<file path="src/verilog/els_pkg.sv">
// Constants shared by the line status and event register group
package els_pkg;
  // ----------------------------------------
  // Register indices (byte address = 4 * index)
  // ----------------------------------------
  localparam logic [6:0] IDX_CNT_CTRL = 7'h31;
  localparam logic [6:0] IDX_ENABLE0 = 7'h33;
  localparam logic [6:0] IDX_ENABLE1 = 7'h34;
  localparam logic [6:0] IDX_EDGE_SEL = 7'h35;
  localparam logic [6:0] IDX_LIVE = 7'h36;
  localparam logic [6:0] IDX_GAIN = 7'h37;
  localparam logic [6:0] IDX_TX_JITTER = 7'h38;
  localparam logic [6:0] IDX_RX_JITTER = 7'h39;
  localparam logic [6:0] IDX_EVENT0 = 7'h3a;
  localparam logic [6:0] IDX_EVENT1 = 7'h3b;
  localparam logic [6:0] IDX_COUNT_HIGH = 7'h3c;
  localparam logic [6:0] IDX_COUNT_LOW = 7'h3d;
  localparam logic [6:0] IDX_REF_CTRL = 7'h3e;
  localparam logic [6:0] IDX_LINE_SUM = 7'h3f;
  localparam logic [6:0] IDX_FRAME_SUM = 7'h40;
  localparam logic [6:0] IDX_JITTER_SEL = 7'h50;
  // ----------------------------------------
  // Field positions and writable masks
  // ----------------------------------------
  localparam int B_DRIVER = 2;
  localparam int B_LOSS = 0;
  localparam int B_TEMPLATE = 6;
  localparam int B_TX_FIFO = 5;
  localparam int B_RX_FIFO = 4;
  localparam int B_ZERO = 2;
  localparam int B_VIOL = 1;
  localparam int B_CNT_OVF = 0;
  localparam logic [7:0] MASK_EVENT0 = 8'h05;
  localparam logic [7:0] MASK_EVENT1 = 8'h77;
  localparam logic [7:0] MASK_CNT_CTRL = 8'h1f;
  localparam logic [7:0] MASK_JITTER_SEL = 8'h03;
  localparam logic [7:0] MASK_REF_CTRL = 8'h01;
  localparam logic [7:0] MASK_JITTER_CLR = 8'h7f;
  localparam int B_TRANSFER = 0;
  localparam int B_AUTO = 1;
  localparam int B_COUNT_LO = 2;
  localparam logic [1:0] COUNT_ON = 2'h1;
  localparam int B_HOLD_HIGH = 0;
  localparam int B_LINE_SUM = 0;
  localparam int B_ALARM = 5;
  localparam int B_PERF = 4;
  localparam int B_PATTERN = 3;
  localparam int B_SIGNALING = 2;
  localparam int B_FRAME_GEN = 1;
  localparam int B_FRAME_PROC = 0;
  localparam int GAIN_W = 5;
  localparam int JITTER_W = 7;
  localparam int COUNT_W = 16;
  localparam logic [7:0] RESET_BYTE = 8'h00;
  // ----------------------------------------
  // Timing
  // ----------------------------------------
  localparam int CLK_PERIOD_NS = 10;
  localparam int REPORT_PERIOD_NS = 1_000_000_000;
  localparam int REPORT_TICKS = REPORT_PERIOD_NS / CLK_PERIOD_NS;
endpackage : els_pkg

</file>
<file path="src/verilog/els_jitter_if.sv">
// Bundle between the register group and one jitter measure unit
`timescale 1ns/1ns
interface els_jitter_if #(parameter int W = 7);
  logic [W-1:0] spacing; // Live pointer spacing
  logic peakSel; // High: report peak-to-peak
  logic clear; // Host wrote a one
  logic readAck; // Host read completed
  logic [W-1:0] value; // Reported measure
  modport meas (input spacing, peakSel, clear, readAck, output value);
  modport ctl (output spacing, peakSel, clear, readAck, input value);
endinterface : els_jitter_if

</file>
<file path="src/verilog/els_jitter_meas.sv">
// One jitter FIFO pointer spacing measure, live or peak-to-peak
`timescale 1ns/1ns
module els_jitter_meas #(
  parameter int W = els_pkg::JITTER_W
) (
  input wire logic sys_clk,
  input wire logic reset,
  input wire logic ce,
  els_jitter_if.meas jm
);
  if (W < 2) begin : gBadWidth
    $error("els_jitter_meas: W must be at least 2");
  end

  // ----------------------------------------
  // State
  // ----------------------------------------
  typedef struct packed {
    logic [W-1:0] value; // Reported figure
    logic [W-1:0] maxV; // Largest spacing in window
    logic [W-1:0] minV; // Smallest spacing in window
  } els_jit_state_t;

  els_jit_state_t s_q;
  els_jit_state_t s_d;

  // Window restarts on clear, on a read, or in live mode
  always_comb begin
    s_d = s_q;
    if (jm.clear || jm.readAck || !jm.peakSel) begin
      s_d.maxV = jm.spacing;
      s_d.minV = jm.spacing;
    end else begin
      if (jm.spacing > s_q.maxV) begin
        s_d.maxV = jm.spacing;
      end
      if (jm.spacing < s_q.minV) begin
        s_d.minV = jm.spacing;
      end
    end
    if (jm.clear) begin
      s_d.value = '0;
    end else if (!jm.peakSel) begin
      s_d.value = jm.spacing;
    end else begin
      s_d.value = s_d.maxV - s_d.minV;
    end
  end

  // Registered state, frozen while ce is low
  always_ff @(posedge sys_clk) begin
    if (reset) begin
      s_q <= '0;
    end else if (ce) begin
      s_q <= s_d;
    end
  end

  assign jm.value = s_q.value;
endmodule : els_jitter_meas

</file>
<file path="src/verilog/els_line_status.sv">
// Line status, measurement and event flag registers on classic Wishbone
//
// How it works
// Gain code reported read-only, five bits
// Transmit measure: live or peak spacing
// Receive measure: live or peak spacing
// Writing one clears jitter measure value
// Fault and loss flags: rising or both
// Template overflow strobe sets its flag
// Transmit FIFO over/underflow sets flag
// Receive FIFO over/underflow sets flag
// Excess zero error sets its flag
// Bipolar or code violation sets flag
// Zero counter wrap sets overflow flag
// Flags sticky until host writes one
// Count high byte low address
// Loss with hold bit: reference pin high
// Line summary shows any enabled pending line flag
// Framing summary bits three down to zero
// Performance monitor summary at bit four
// Alarm detector summary bit follows block
// Enable bit gates each flag to pin
// Edge select one: any change sets
// Count copied on transfer edge or second
// Simultaneous set and clear keeps flag set
// Reserved bits read zero, writes ignored
`timescale 1ns/1ns
module els_line_status #(
  parameter int ADR_W = 9,
  parameter int REPORT_TICKS = els_pkg::REPORT_TICKS
) (
  input wire logic sys_clk,
  input wire logic reset,
  input wire logic ce,
  input wire logic wbCyc,
  input wire logic wbStb,
  input wire logic wbWe,
  input wire logic [ADR_W-1:0] wbAdr,
  input wire logic [3:0] wbSel,
  input wire logic [31:0] wbDatW,
  output logic [31:0] wbDatR,
  output logic wbAck,
  input wire logic [els_pkg::GAIN_W-1:0] rxGainCode,
  input wire logic [els_pkg::JITTER_W-1:0] txPointerSpacing,
  input wire logic [els_pkg::JITTER_W-1:0] rxPointerSpacing,
  input wire logic driverFaultLive,
  input wire logic signalLossLive,
  input wire logic templateOverflow,
  input wire logic txAttenuatorFifoErr,
  input wire logic rxAttenuatorFifoErr,
  input wire logic excessZeroError,
  input wire logic bipolarViolation,
  input wire logic lineCodeViolation,
  input wire logic alarmIrq,
  input wire logic perfMonitorIrq,
  input wire logic patternGenDetectIrq,
  input wire logic rxSignalingBufferIrq,
  input wire logic frameGeneratorIrq,
  input wire logic frameProcessorIrq,
  input wire logic masterClock,
  output logic referenceClockPin,
  output logic lineIntN
);
  // ----------------------------------------
  // Elaboration checks
  // ----------------------------------------
  if (ADR_W < 9) begin : gBadAdr
    $error("els_line_status: ADR_W must reach word index 0x50");
  end
  if (REPORT_TICKS < 2) begin : gBadTicks
    $error("els_line_status: REPORT_TICKS must be at least 2");
  end

  localparam int SEC_W = $clog2(REPORT_TICKS);
  localparam int CW = els_pkg::COUNT_W;
  localparam logic [SEC_W-1:0] SEC_LAST = SEC_W'(REPORT_TICKS - 1);
  localparam logic [CW-1:0] COUNT_FULL = '1;

  // ----------------------------------------
  // State of the group, apart from the jitter measure units
  // ----------------------------------------
  typedef struct packed {
    logic ack; // Bus answer, one cycle
    logic [7:0] rdat; // Read data for the answer
    logic [7:0] evt0; // Fault and loss flags
    logic [7:0] evt1; // Line error flags
    logic [7:0] en0; // Enables for evt0
    logic [7:0] en1; // Enables for evt1
    logic [7:0] edgeSel; // Edge selects for evt0
    logic [7:0] cntCtrl; // Counter mode and transfer
    logic [7:0] jitSel; // Peak measure selects
    logic [7:0] refCtrl; // Reference pin control
    logic dfPrev; // Last driver fault level
    logic losPrev; // Last loss level
    logic trfPrev; // Last transfer bit
    logic [CW-1:0] cnt; // Internal zero run counter
    logic [CW-1:0] hold; // Counter snapshot for reading
    logic [SEC_W-1:0] sec; // One second divider
    logic intN; // Interrupt pin, active low
  } els_state_t;

  els_state_t s_q;
  els_state_t s_d;

  // ----------------------------------------
  // Bus decode
  // ----------------------------------------
  logic [6:0] idx; // Word index
  logic request; // Master presents a cycle
  logic accept; // Edge at which the master samples ack
  logic wr; // Write that takes effect now
  logic rd; // Read completed now
  logic [7:0] wByte; // Low byte of write data

  assign idx = wbAdr[8:2];
  assign request = wbCyc && wbStb;
  assign accept = request && s_q.ack;
  // Only lane 0 carries data; a write without it changes nothing
  assign wr = accept && wbWe && wbSel[0];
  assign rd = accept && !wbWe;
  assign wByte = wbDatW[7:0];

  // ----------------------------------------
  // Jitter measures, one unit per direction
  // ----------------------------------------
  els_jitter_if #(.W(els_pkg::JITTER_W)) jit[2] ();
  logic [1:0][els_pkg::JITTER_W-1:0] spacingIn;
  logic [1:0][els_pkg::JITTER_W-1:0] jitValue;

  assign spacingIn = {rxPointerSpacing, txPointerSpacing};

  for (genvar ch = 0; ch < 2; ch++) begin : gJit
    localparam logic [6:0] MY_IDX = els_pkg::IDX_TX_JITTER + 7'(ch);
    assign jit[ch].spacing = spacingIn[ch];
    assign jit[ch].peakSel = s_q.jitSel[ch];
    // Any one written into the value field clears it
    assign jit[ch].clear = wr && idx == MY_IDX && |(wByte & els_pkg::MASK_JITTER_CLR);
    assign jit[ch].readAck = rd && idx == MY_IDX;
    assign jitValue[ch] = jit[ch].value;
    els_jitter_meas #(.W(els_pkg::JITTER_W)) uMeas (
      .sys_clk(sys_clk),
      .reset(reset),
      .ce(ce),
      .jm(jit[ch])
    );
  end

  // ----------------------------------------
  // Event sources
  // ----------------------------------------
  logic dfSet; // Driver fault change seen
  logic losSet; // Loss change seen
  logic countOn; // Counting enabled
  logic zeroInc; // Counter steps this cycle
  logic autoMode; // Snapshot once per second
  logic secTick; // Second boundary
  logic transfer; // Snapshot now
  logic [7:0] set0; // New events for evt0
  logic [7:0] set1; // New events for evt1
  logic [7:0] clr0; // Host clears for evt0
  logic [7:0] clr1; // Host clears for evt1
  logic lineSum; // Any enabled line flag pending
  logic [7:0] frameSum; // Framing block summary byte

  // Rising edge, or either edge when its select is set
  always_comb begin
    dfSet = driverFaultLive && !s_q.dfPrev;
    losSet = signalLossLive && !s_q.losPrev;
    if (s_q.edgeSel[els_pkg::B_DRIVER]) begin
      dfSet = driverFaultLive != s_q.dfPrev;
    end
    if (s_q.edgeSel[els_pkg::B_LOSS]) begin
      losSet = signalLossLive != s_q.losPrev;
    end
  end

  assign countOn = s_q.cntCtrl[els_pkg::B_COUNT_LO +: 2] == els_pkg::COUNT_ON;
  assign zeroInc = countOn && excessZeroError;
  assign autoMode = s_q.cntCtrl[els_pkg::B_AUTO];
  assign secTick = autoMode && s_q.sec == SEC_LAST;
  // Manual mode snapshots only on a 0 to 1 change of the transfer bit
  assign transfer = autoMode ? secTick
                             : s_q.cntCtrl[els_pkg::B_TRANSFER] && !s_q.trfPrev;

  // Gather the event strobes into flag positions
  always_comb begin
    set0 = els_pkg::RESET_BYTE;
    set1 = els_pkg::RESET_BYTE;
    set0[els_pkg::B_DRIVER] = dfSet;
    set0[els_pkg::B_LOSS] = losSet;
    set1[els_pkg::B_TEMPLATE] = templateOverflow;
    set1[els_pkg::B_TX_FIFO] = txAttenuatorFifoErr;
    set1[els_pkg::B_RX_FIFO] = rxAttenuatorFifoErr;
    set1[els_pkg::B_ZERO] = excessZeroError;
    set1[els_pkg::B_VIOL] = bipolarViolation || lineCodeViolation;
    set1[els_pkg::B_CNT_OVF] = zeroInc && s_q.cnt == COUNT_FULL;
  end

  // Write-one-to-clear, reserved positions masked out
  assign clr0 = (wr && idx == els_pkg::IDX_EVENT0) ? wByte & els_pkg::MASK_EVENT0 : '0;
  assign clr1 = (wr && idx == els_pkg::IDX_EVENT1) ? wByte & els_pkg::MASK_EVENT1 : '0;

  // Summary of the line flags that are allowed onto the pin
  assign lineSum = |(s_q.evt0 & s_q.en0 & els_pkg::MASK_EVENT0)
                || |(s_q.evt1 & s_q.en1 & els_pkg::MASK_EVENT1);

  always_comb begin
    frameSum = els_pkg::RESET_BYTE;
    frameSum[els_pkg::B_ALARM] = alarmIrq;
    frameSum[els_pkg::B_PERF] = perfMonitorIrq;
    frameSum[els_pkg::B_PATTERN] = patternGenDetectIrq;
    frameSum[els_pkg::B_SIGNALING] = rxSignalingBufferIrq;
    frameSum[els_pkg::B_FRAME_GEN] = frameGeneratorIrq;
    frameSum[els_pkg::B_FRAME_PROC] = frameProcessorIrq;
  end

  // ----------------------------------------
  // Read multiplexer
  // ----------------------------------------
  logic [7:0] rMux; // Byte for the addressed register

  // Unmapped indices read zero; reserved bits are zero by construction
  always_comb begin
    rMux = els_pkg::RESET_BYTE;
    case (idx)
      els_pkg::IDX_CNT_CTRL: rMux = s_q.cntCtrl;
      els_pkg::IDX_ENABLE0: rMux = s_q.en0;
      els_pkg::IDX_ENABLE1: rMux = s_q.en1;
      els_pkg::IDX_EDGE_SEL: rMux = s_q.edgeSel;
      els_pkg::IDX_LIVE: begin
        rMux[els_pkg::B_DRIVER] = driverFaultLive;
        rMux[els_pkg::B_LOSS] = signalLossLive;
      end
      els_pkg::IDX_GAIN: rMux = 8'(rxGainCode);
      els_pkg::IDX_TX_JITTER: rMux = 8'(jitValue[0]);
      els_pkg::IDX_RX_JITTER: rMux = 8'(jitValue[1]);
      els_pkg::IDX_EVENT0: rMux = s_q.evt0;
      els_pkg::IDX_EVENT1: rMux = s_q.evt1;
      els_pkg::IDX_COUNT_HIGH: rMux = s_q.hold[15:8];
      els_pkg::IDX_COUNT_LOW: rMux = s_q.hold[7:0];
      els_pkg::IDX_REF_CTRL: rMux = s_q.refCtrl;
      els_pkg::IDX_LINE_SUM: rMux[els_pkg::B_LINE_SUM] = lineSum;
      els_pkg::IDX_FRAME_SUM: rMux = frameSum;
      els_pkg::IDX_JITTER_SEL: rMux = s_q.jitSel;
      default: rMux = els_pkg::RESET_BYTE;
    endcase
  end

  // ----------------------------------------
  // Next state
  // ----------------------------------------
  always_comb begin
    s_d = s_q;
    // Answer one cycle after the request; drop it the cycle after
    s_d.ack = request && !s_q.ack;
    if (request && !s_q.ack) begin
      s_d.rdat = rMux;
    end
    // Set after clear, so an event in the clearing cycle survives
    s_d.evt0 = (s_q.evt0 & ~clr0) | set0;
    s_d.evt1 = (s_q.evt1 & ~clr1) | set1;
    s_d.dfPrev = driverFaultLive;
    s_d.losPrev = signalLossLive;
    s_d.trfPrev = s_q.cntCtrl[els_pkg::B_TRANSFER];
    // Divider runs only in automatic mode, so manual mode has no stale phase
    if (!autoMode || secTick) begin
      s_d.sec = '0;
    end else begin
      s_d.sec = s_q.sec + SEC_W'(1);
    end
    // Snapshot restarts the counter; an event in that cycle is kept
    if (transfer) begin
      s_d.hold = s_q.cnt;
      s_d.cnt = CW'(zeroInc);
    end else if (zeroInc) begin
      s_d.cnt = s_q.cnt + CW'(1);
    end
    // Control writes; reserved bits stay zero
    if (wr) begin
      case (idx)
        els_pkg::IDX_CNT_CTRL: s_d.cntCtrl = wByte & els_pkg::MASK_CNT_CTRL;
        els_pkg::IDX_ENABLE0: s_d.en0 = wByte & els_pkg::MASK_EVENT0;
        els_pkg::IDX_ENABLE1: s_d.en1 = wByte & els_pkg::MASK_EVENT1;
        els_pkg::IDX_EDGE_SEL: s_d.edgeSel = wByte & els_pkg::MASK_EVENT0;
        els_pkg::IDX_REF_CTRL: s_d.refCtrl = wByte & els_pkg::MASK_REF_CTRL;
        els_pkg::IDX_JITTER_SEL: s_d.jitSel = wByte & els_pkg::MASK_JITTER_SEL;
        default: s_d.cntCtrl = s_q.cntCtrl;
      endcase
    end
    // Pin drops one cycle after an enabled flag is seen
    s_d.intN = !lineSum;
  end

  // ----------------------------------------
  // State register
  // ----------------------------------------
  always_ff @(posedge sys_clk) begin
    if (reset) begin
      s_q <= '0;
      s_q.intN <= 1'b1;
    end else if (ce) begin
      s_q <= s_d;
    end
  end

  // ----------------------------------------
  // Outputs
  // ----------------------------------------
  assign wbAck = s_q.ack;
  assign wbDatR = {24'h000000, s_q.rdat};
  assign lineIntN = s_q.intN;
  // Clock mux by level; the hold bit is meant to change only outside loss
  assign referenceClockPin = (signalLossLive && s_q.refCtrl[els_pkg::B_HOLD_HIGH])
                           ? 1'b1 : masterClock;
endmodule : els_line_status

</file>
<file path="config.mk">
export PLATFORM = sky130hd
export DESIGN_NAME = els_line_status
export DESIGN_NICKNAME = d
export VERILOG_FILES = /design/src/verilog/els_pkg.sv /design/src/verilog/els_jitter_if.sv /design/src/verilog/els_jitter_meas.sv /design/src/verilog/els_line_status.sv
export SDC_FILE = /design/constraint.sdc
export NUM_CORES = 1
export LEC_CHECK = 0
export BUFFER_PORTS_ARGS = -buffer_cell sky130_fd_sc_hd__buf_2
export CAP_MARGIN = 20
export CORE_ASPECT_RATIO = 1.1
export CORE_MARGIN = 2
export CORE_UTILIZATION = 53
export DETAILED_ROUTE_END_ITERATION = 12
export PLACE_DENSITY = 0.82
export SLEW_MARGIN = 20
export SYNTH_ARGS = -nofsm -noshare
export SYNTH_HDL_FRONTEND = slang
export SYNTH_SLANG_ARGS = --single-unit
</file>
<file path="constraint.sdc">
create_clock -name sys_clk -period 4.03 [get_ports sys_clk]
set_input_delay 0.6045 -clock sys_clk [delete_from_list [all_inputs] [get_ports sys_clk]]
set_output_delay 0.6045 -clock sys_clk [all_outputs]
set_load 0.02 [all_outputs]
</file>
==> impl_metrics.tcl <==
set metrics [dict create \
    status "finished, final reports clean" \
    die_w_um 123 \
    fin_skew_ns 0.00750 \
    critPathMaxFanout 6 \
    hold_violations 0 \
    synth.top_cell.area_share 0.338 \
    clock.fmax_mhz 277 \
    ys_seq_elements 140 \
    pre_cts_ws_ns 0.00904 \
    antenna_left 0 \
    clk_pin_slew_ns 0.06 \
    min_period_over_period 0.897 \
    fin_area_um2 9390 \
    ctsResizeCount 0 \
    grt_start_max_net_pins 69 \
    finalSetupViolCount 0 \
    cpMostUsedCell "a21oi_1" \
    clockBufferDepth 2 \
    dieArea_um2 16700 \
    syn_avg_cell_area_um2 8.01 \
    pin_count 120 \
    yosys.area.top_type "dfxtp_1" \
    irDropWorstVdd_mv 0.306 \
    final_nets 1221 \
    r2r_end "gJit[1].uMeas.jm.value[3]" \
    avgViaCountPerCell 5.86 \
    worstPathRequired_ns 4.39 \
    cts_buffers 17 \
    htree_levels 4 \
    routed_wl_um 22000 \
    drc_errors 0 \
    grt_pass1_wl_um 35500 \
    netlist_area_um2 8300 \
    antenna_found_initial 1 \
    synthArstFlopShare 0 \
    synth_edf_count 0 \
    drv_slew 0 \
    grt_pass1_vias 7303 \
    finalPower_mw 3.52 \
    worstSkewPairLatency_ns 0.43 \
    crit_chain "inv_1 -> ha_1 -> a21oi_1 -> a21oi_1 -> o31ai_1 -> nand2_1 -> mux2i_1 -> ha_1 -> buf_4 -> inv_1 -> a21oi_1 -> a21oi_1 -> o31ai_1 -> nand2_1 -> or3_1 -> a31oi_1" \
    worst_pin_slew_ns 0.833 \
    fin_crit_ns 3.61 \
    initial_core_util 0.547 \
    clock_sinks 140 \
    io_buffers 65 \
    post_cts_buffers 0 \
    hold_depth 3 \
    layout_common_cells "146 x nor2_1, 140 x dfxtp_1, 116 x nand2_1, 76 x a21oi_1, 64 x buf_2" \
    ys_types 75 \
    cp_slowest_cell "dfxtp_1" \
    core_area_um2 15200 \
    ff2ff_path_depth 16 \
    dpl_cell_area_um2 8770 \
    layout-drive-gt1-share 0.146 \
    finalSetupTns_ns 0 \
    fp.dieH_um 135 \
    synth_sequential_area_ratio 0.338 \
    cp.arrival_ns 3.98 \
    num_vias 7638 \
    yosys-top-cells-area "dfxtp_1 34%, nor2_1 6.6%, ha_1 6.0%, nand2_1 5.2%, a21oi_1 4.6%" \
    crit_family "compound AO/OA/AOI/OAI gates" \
    cts_root_buf "clkbuf_16" \
    slew_headroom 0.443 \
    place_congestion 0.969 \
    synth-main-ff-cell "dfxtp_1" \
    r2r_slack_ns 0.42 \
    min_delay_worst_endpoint "s_q[115]" \
    n_antenna_cell 0 \
    grtUsageTotal 0.270 \
    cts_hold_buf 0 \
    globalRouteOverflowTotal 0 \
    hold_path.startpoint "rxAttenuatorFifoErr" \
    final.setup.worst_slack_ns 0.416 \
    rsz0062_at_grt "no" \
    synth_cells 1036 \
    synth_warnings 0 \
    path_class "flip-flop to flip-flop" \
    leakage_nw 3.77 \
    worst-path-stages 16 \
    r2r-start "gJit[1].uMeas.s_q[9]" \
    drtIter0Drc 756 \
    cap_viol_max_count 0 \
    wl_per_cell_um 16.9 \
    critPathBufInv 3 \
    cts_tree "done" \
    mostFrequentLayoutCell "nor2_1" \
    crit_path_start_kind "flip-flop" \
    hold_class "input port to flip-flop" \
    p_per_area_nw_per_um2 375 \
    firstDrtPassIters 6 \
    max_stage_delay_ns 0.42 \
    hpwl_um 16100 \
    rows 47 \
    areaGrowthSynthToFinish_pct 13.1 \
    cp-end-kind "flip-flop" \
]
## sequential cells by signal (all words and copies together), names as in the netlist, 2 cells and up
register,count
wbDatR,8
jit.peakSel,2
s_q,84
gJit.uMeas.s_q,28
gJit.uMeas.jm.value,14
## through the flow
| stage | hold slack [ns] | instances | utilization |
|---|---|---|---|
| 3_3_place_gp | 0.436 | 1271 | 0.578 |
| 2_1_floorplan | 0.432 | 1059 | - |
| 6_report | 0.441 | 1303 | 0.619 |
| 4_1_cts | 0.438 | 1303 | 0.619 |
| 3_5_place_dp | 0.448 | 1271 | 0.578 |
| 5_1_grt | 0.467 | 1303 | 0.619 |
## kinds of logic (layout without fill, tap and decap cells)
logic type,Yosys count,in the layout,synth area share
XOR/XNOR,46,46,0.0486
adder cells (fa/ha/maj),42,42,0.0651
buffers and inverters,131,179,0.0759
other,1,24,0.000452
flip-flops,140,140,0.338
AND/OR/NAND/NOR,395,395,0.222
AO/OA/AOI/OAI,236,236,0.192
multiplexers,45,45,0.0579
## worst register-to-register path, cell delays in order, from the launching register on
cell     delay, ns
dfxtp_1       0.42
inv_1         0.13
ha_1          0.32
a21oi_1       0.16
a21oi_1       0.10
o31ai_1       0.29
nand2_1       0.18
mux2i_1       0.27
ha_1          0.23
buf_4         0.11
inv_1         0.03
a21oi_1       0.28
a21oi_1       0.11
o31ai_1       0.33
nand2_1       0.12
or3_1         0.31
a31oi_1       0.15
## how the worst max path moves through the flow
stage | start | slack (ns) | endpoint
2_1_floorplan | rxPointerSpacing[5] | 0.17 | gJit[1].uMeas.jm.value[6]
3_3_place_gp | txPointerSpacing[5] | 0.16 | gJit[0].uMeas.jm.value[6]
3_5_place_dp | txPointerSpacing[5] | 0.009 | gJit[0].uMeas.jm.value[6]
4_1_cts | gJit[0].uMeas.s_q[5] | 0.39 | gJit[0].uMeas.jm.value[6]
5_1_grt | gJit[0].uMeas.s_q[5] | 0.1 | gJit[0].uMeas.jm.value[6]
6_report | gJit[1].uMeas.s_q[9] | 0.42 | gJit[1].uMeas.jm.value[3]
## cell usage after synthesis (25+ instances only)
library cell / count
a211oi_1: 31
a21oi_1: 76
a22oi_1: 25
buf_4: 33
clkbuf_1: 37
dfxtp_1: 140
ha_1: 40
inv_1: 47
mux2i_1: 33
nand2_1: 116
nand3_1: 35
nor2_1: 146
o21ai_0: 31
xor2_1: 31
## power by group
group	switching (mW)	internal (mW)	total, mW
Clock	0.610	1.03	1.64
Combinational	0.263	0.162	0.425
Sequential	0.0283	1.42	1.45
## metal layers
metal  up-vias  share of wire  GRT usage
met4         2          0.023     0.0953
met1      3593           0.41      0.332
li1       3713              -          -
met2       280           0.49      0.460
met5         -        0.00059          0
met3        50          0.067     0.0631
## area by class of cell
type	count	area, um2
multi-input combinational	788	4960
sequential	140	2800
clock buffer	21	480
tap	196	245
fill	1348	5790
clock inverter	11	139
timing repair buffer	99	583
inverter	48	180
Note: power is estimated with default switching activity, not from simulation.
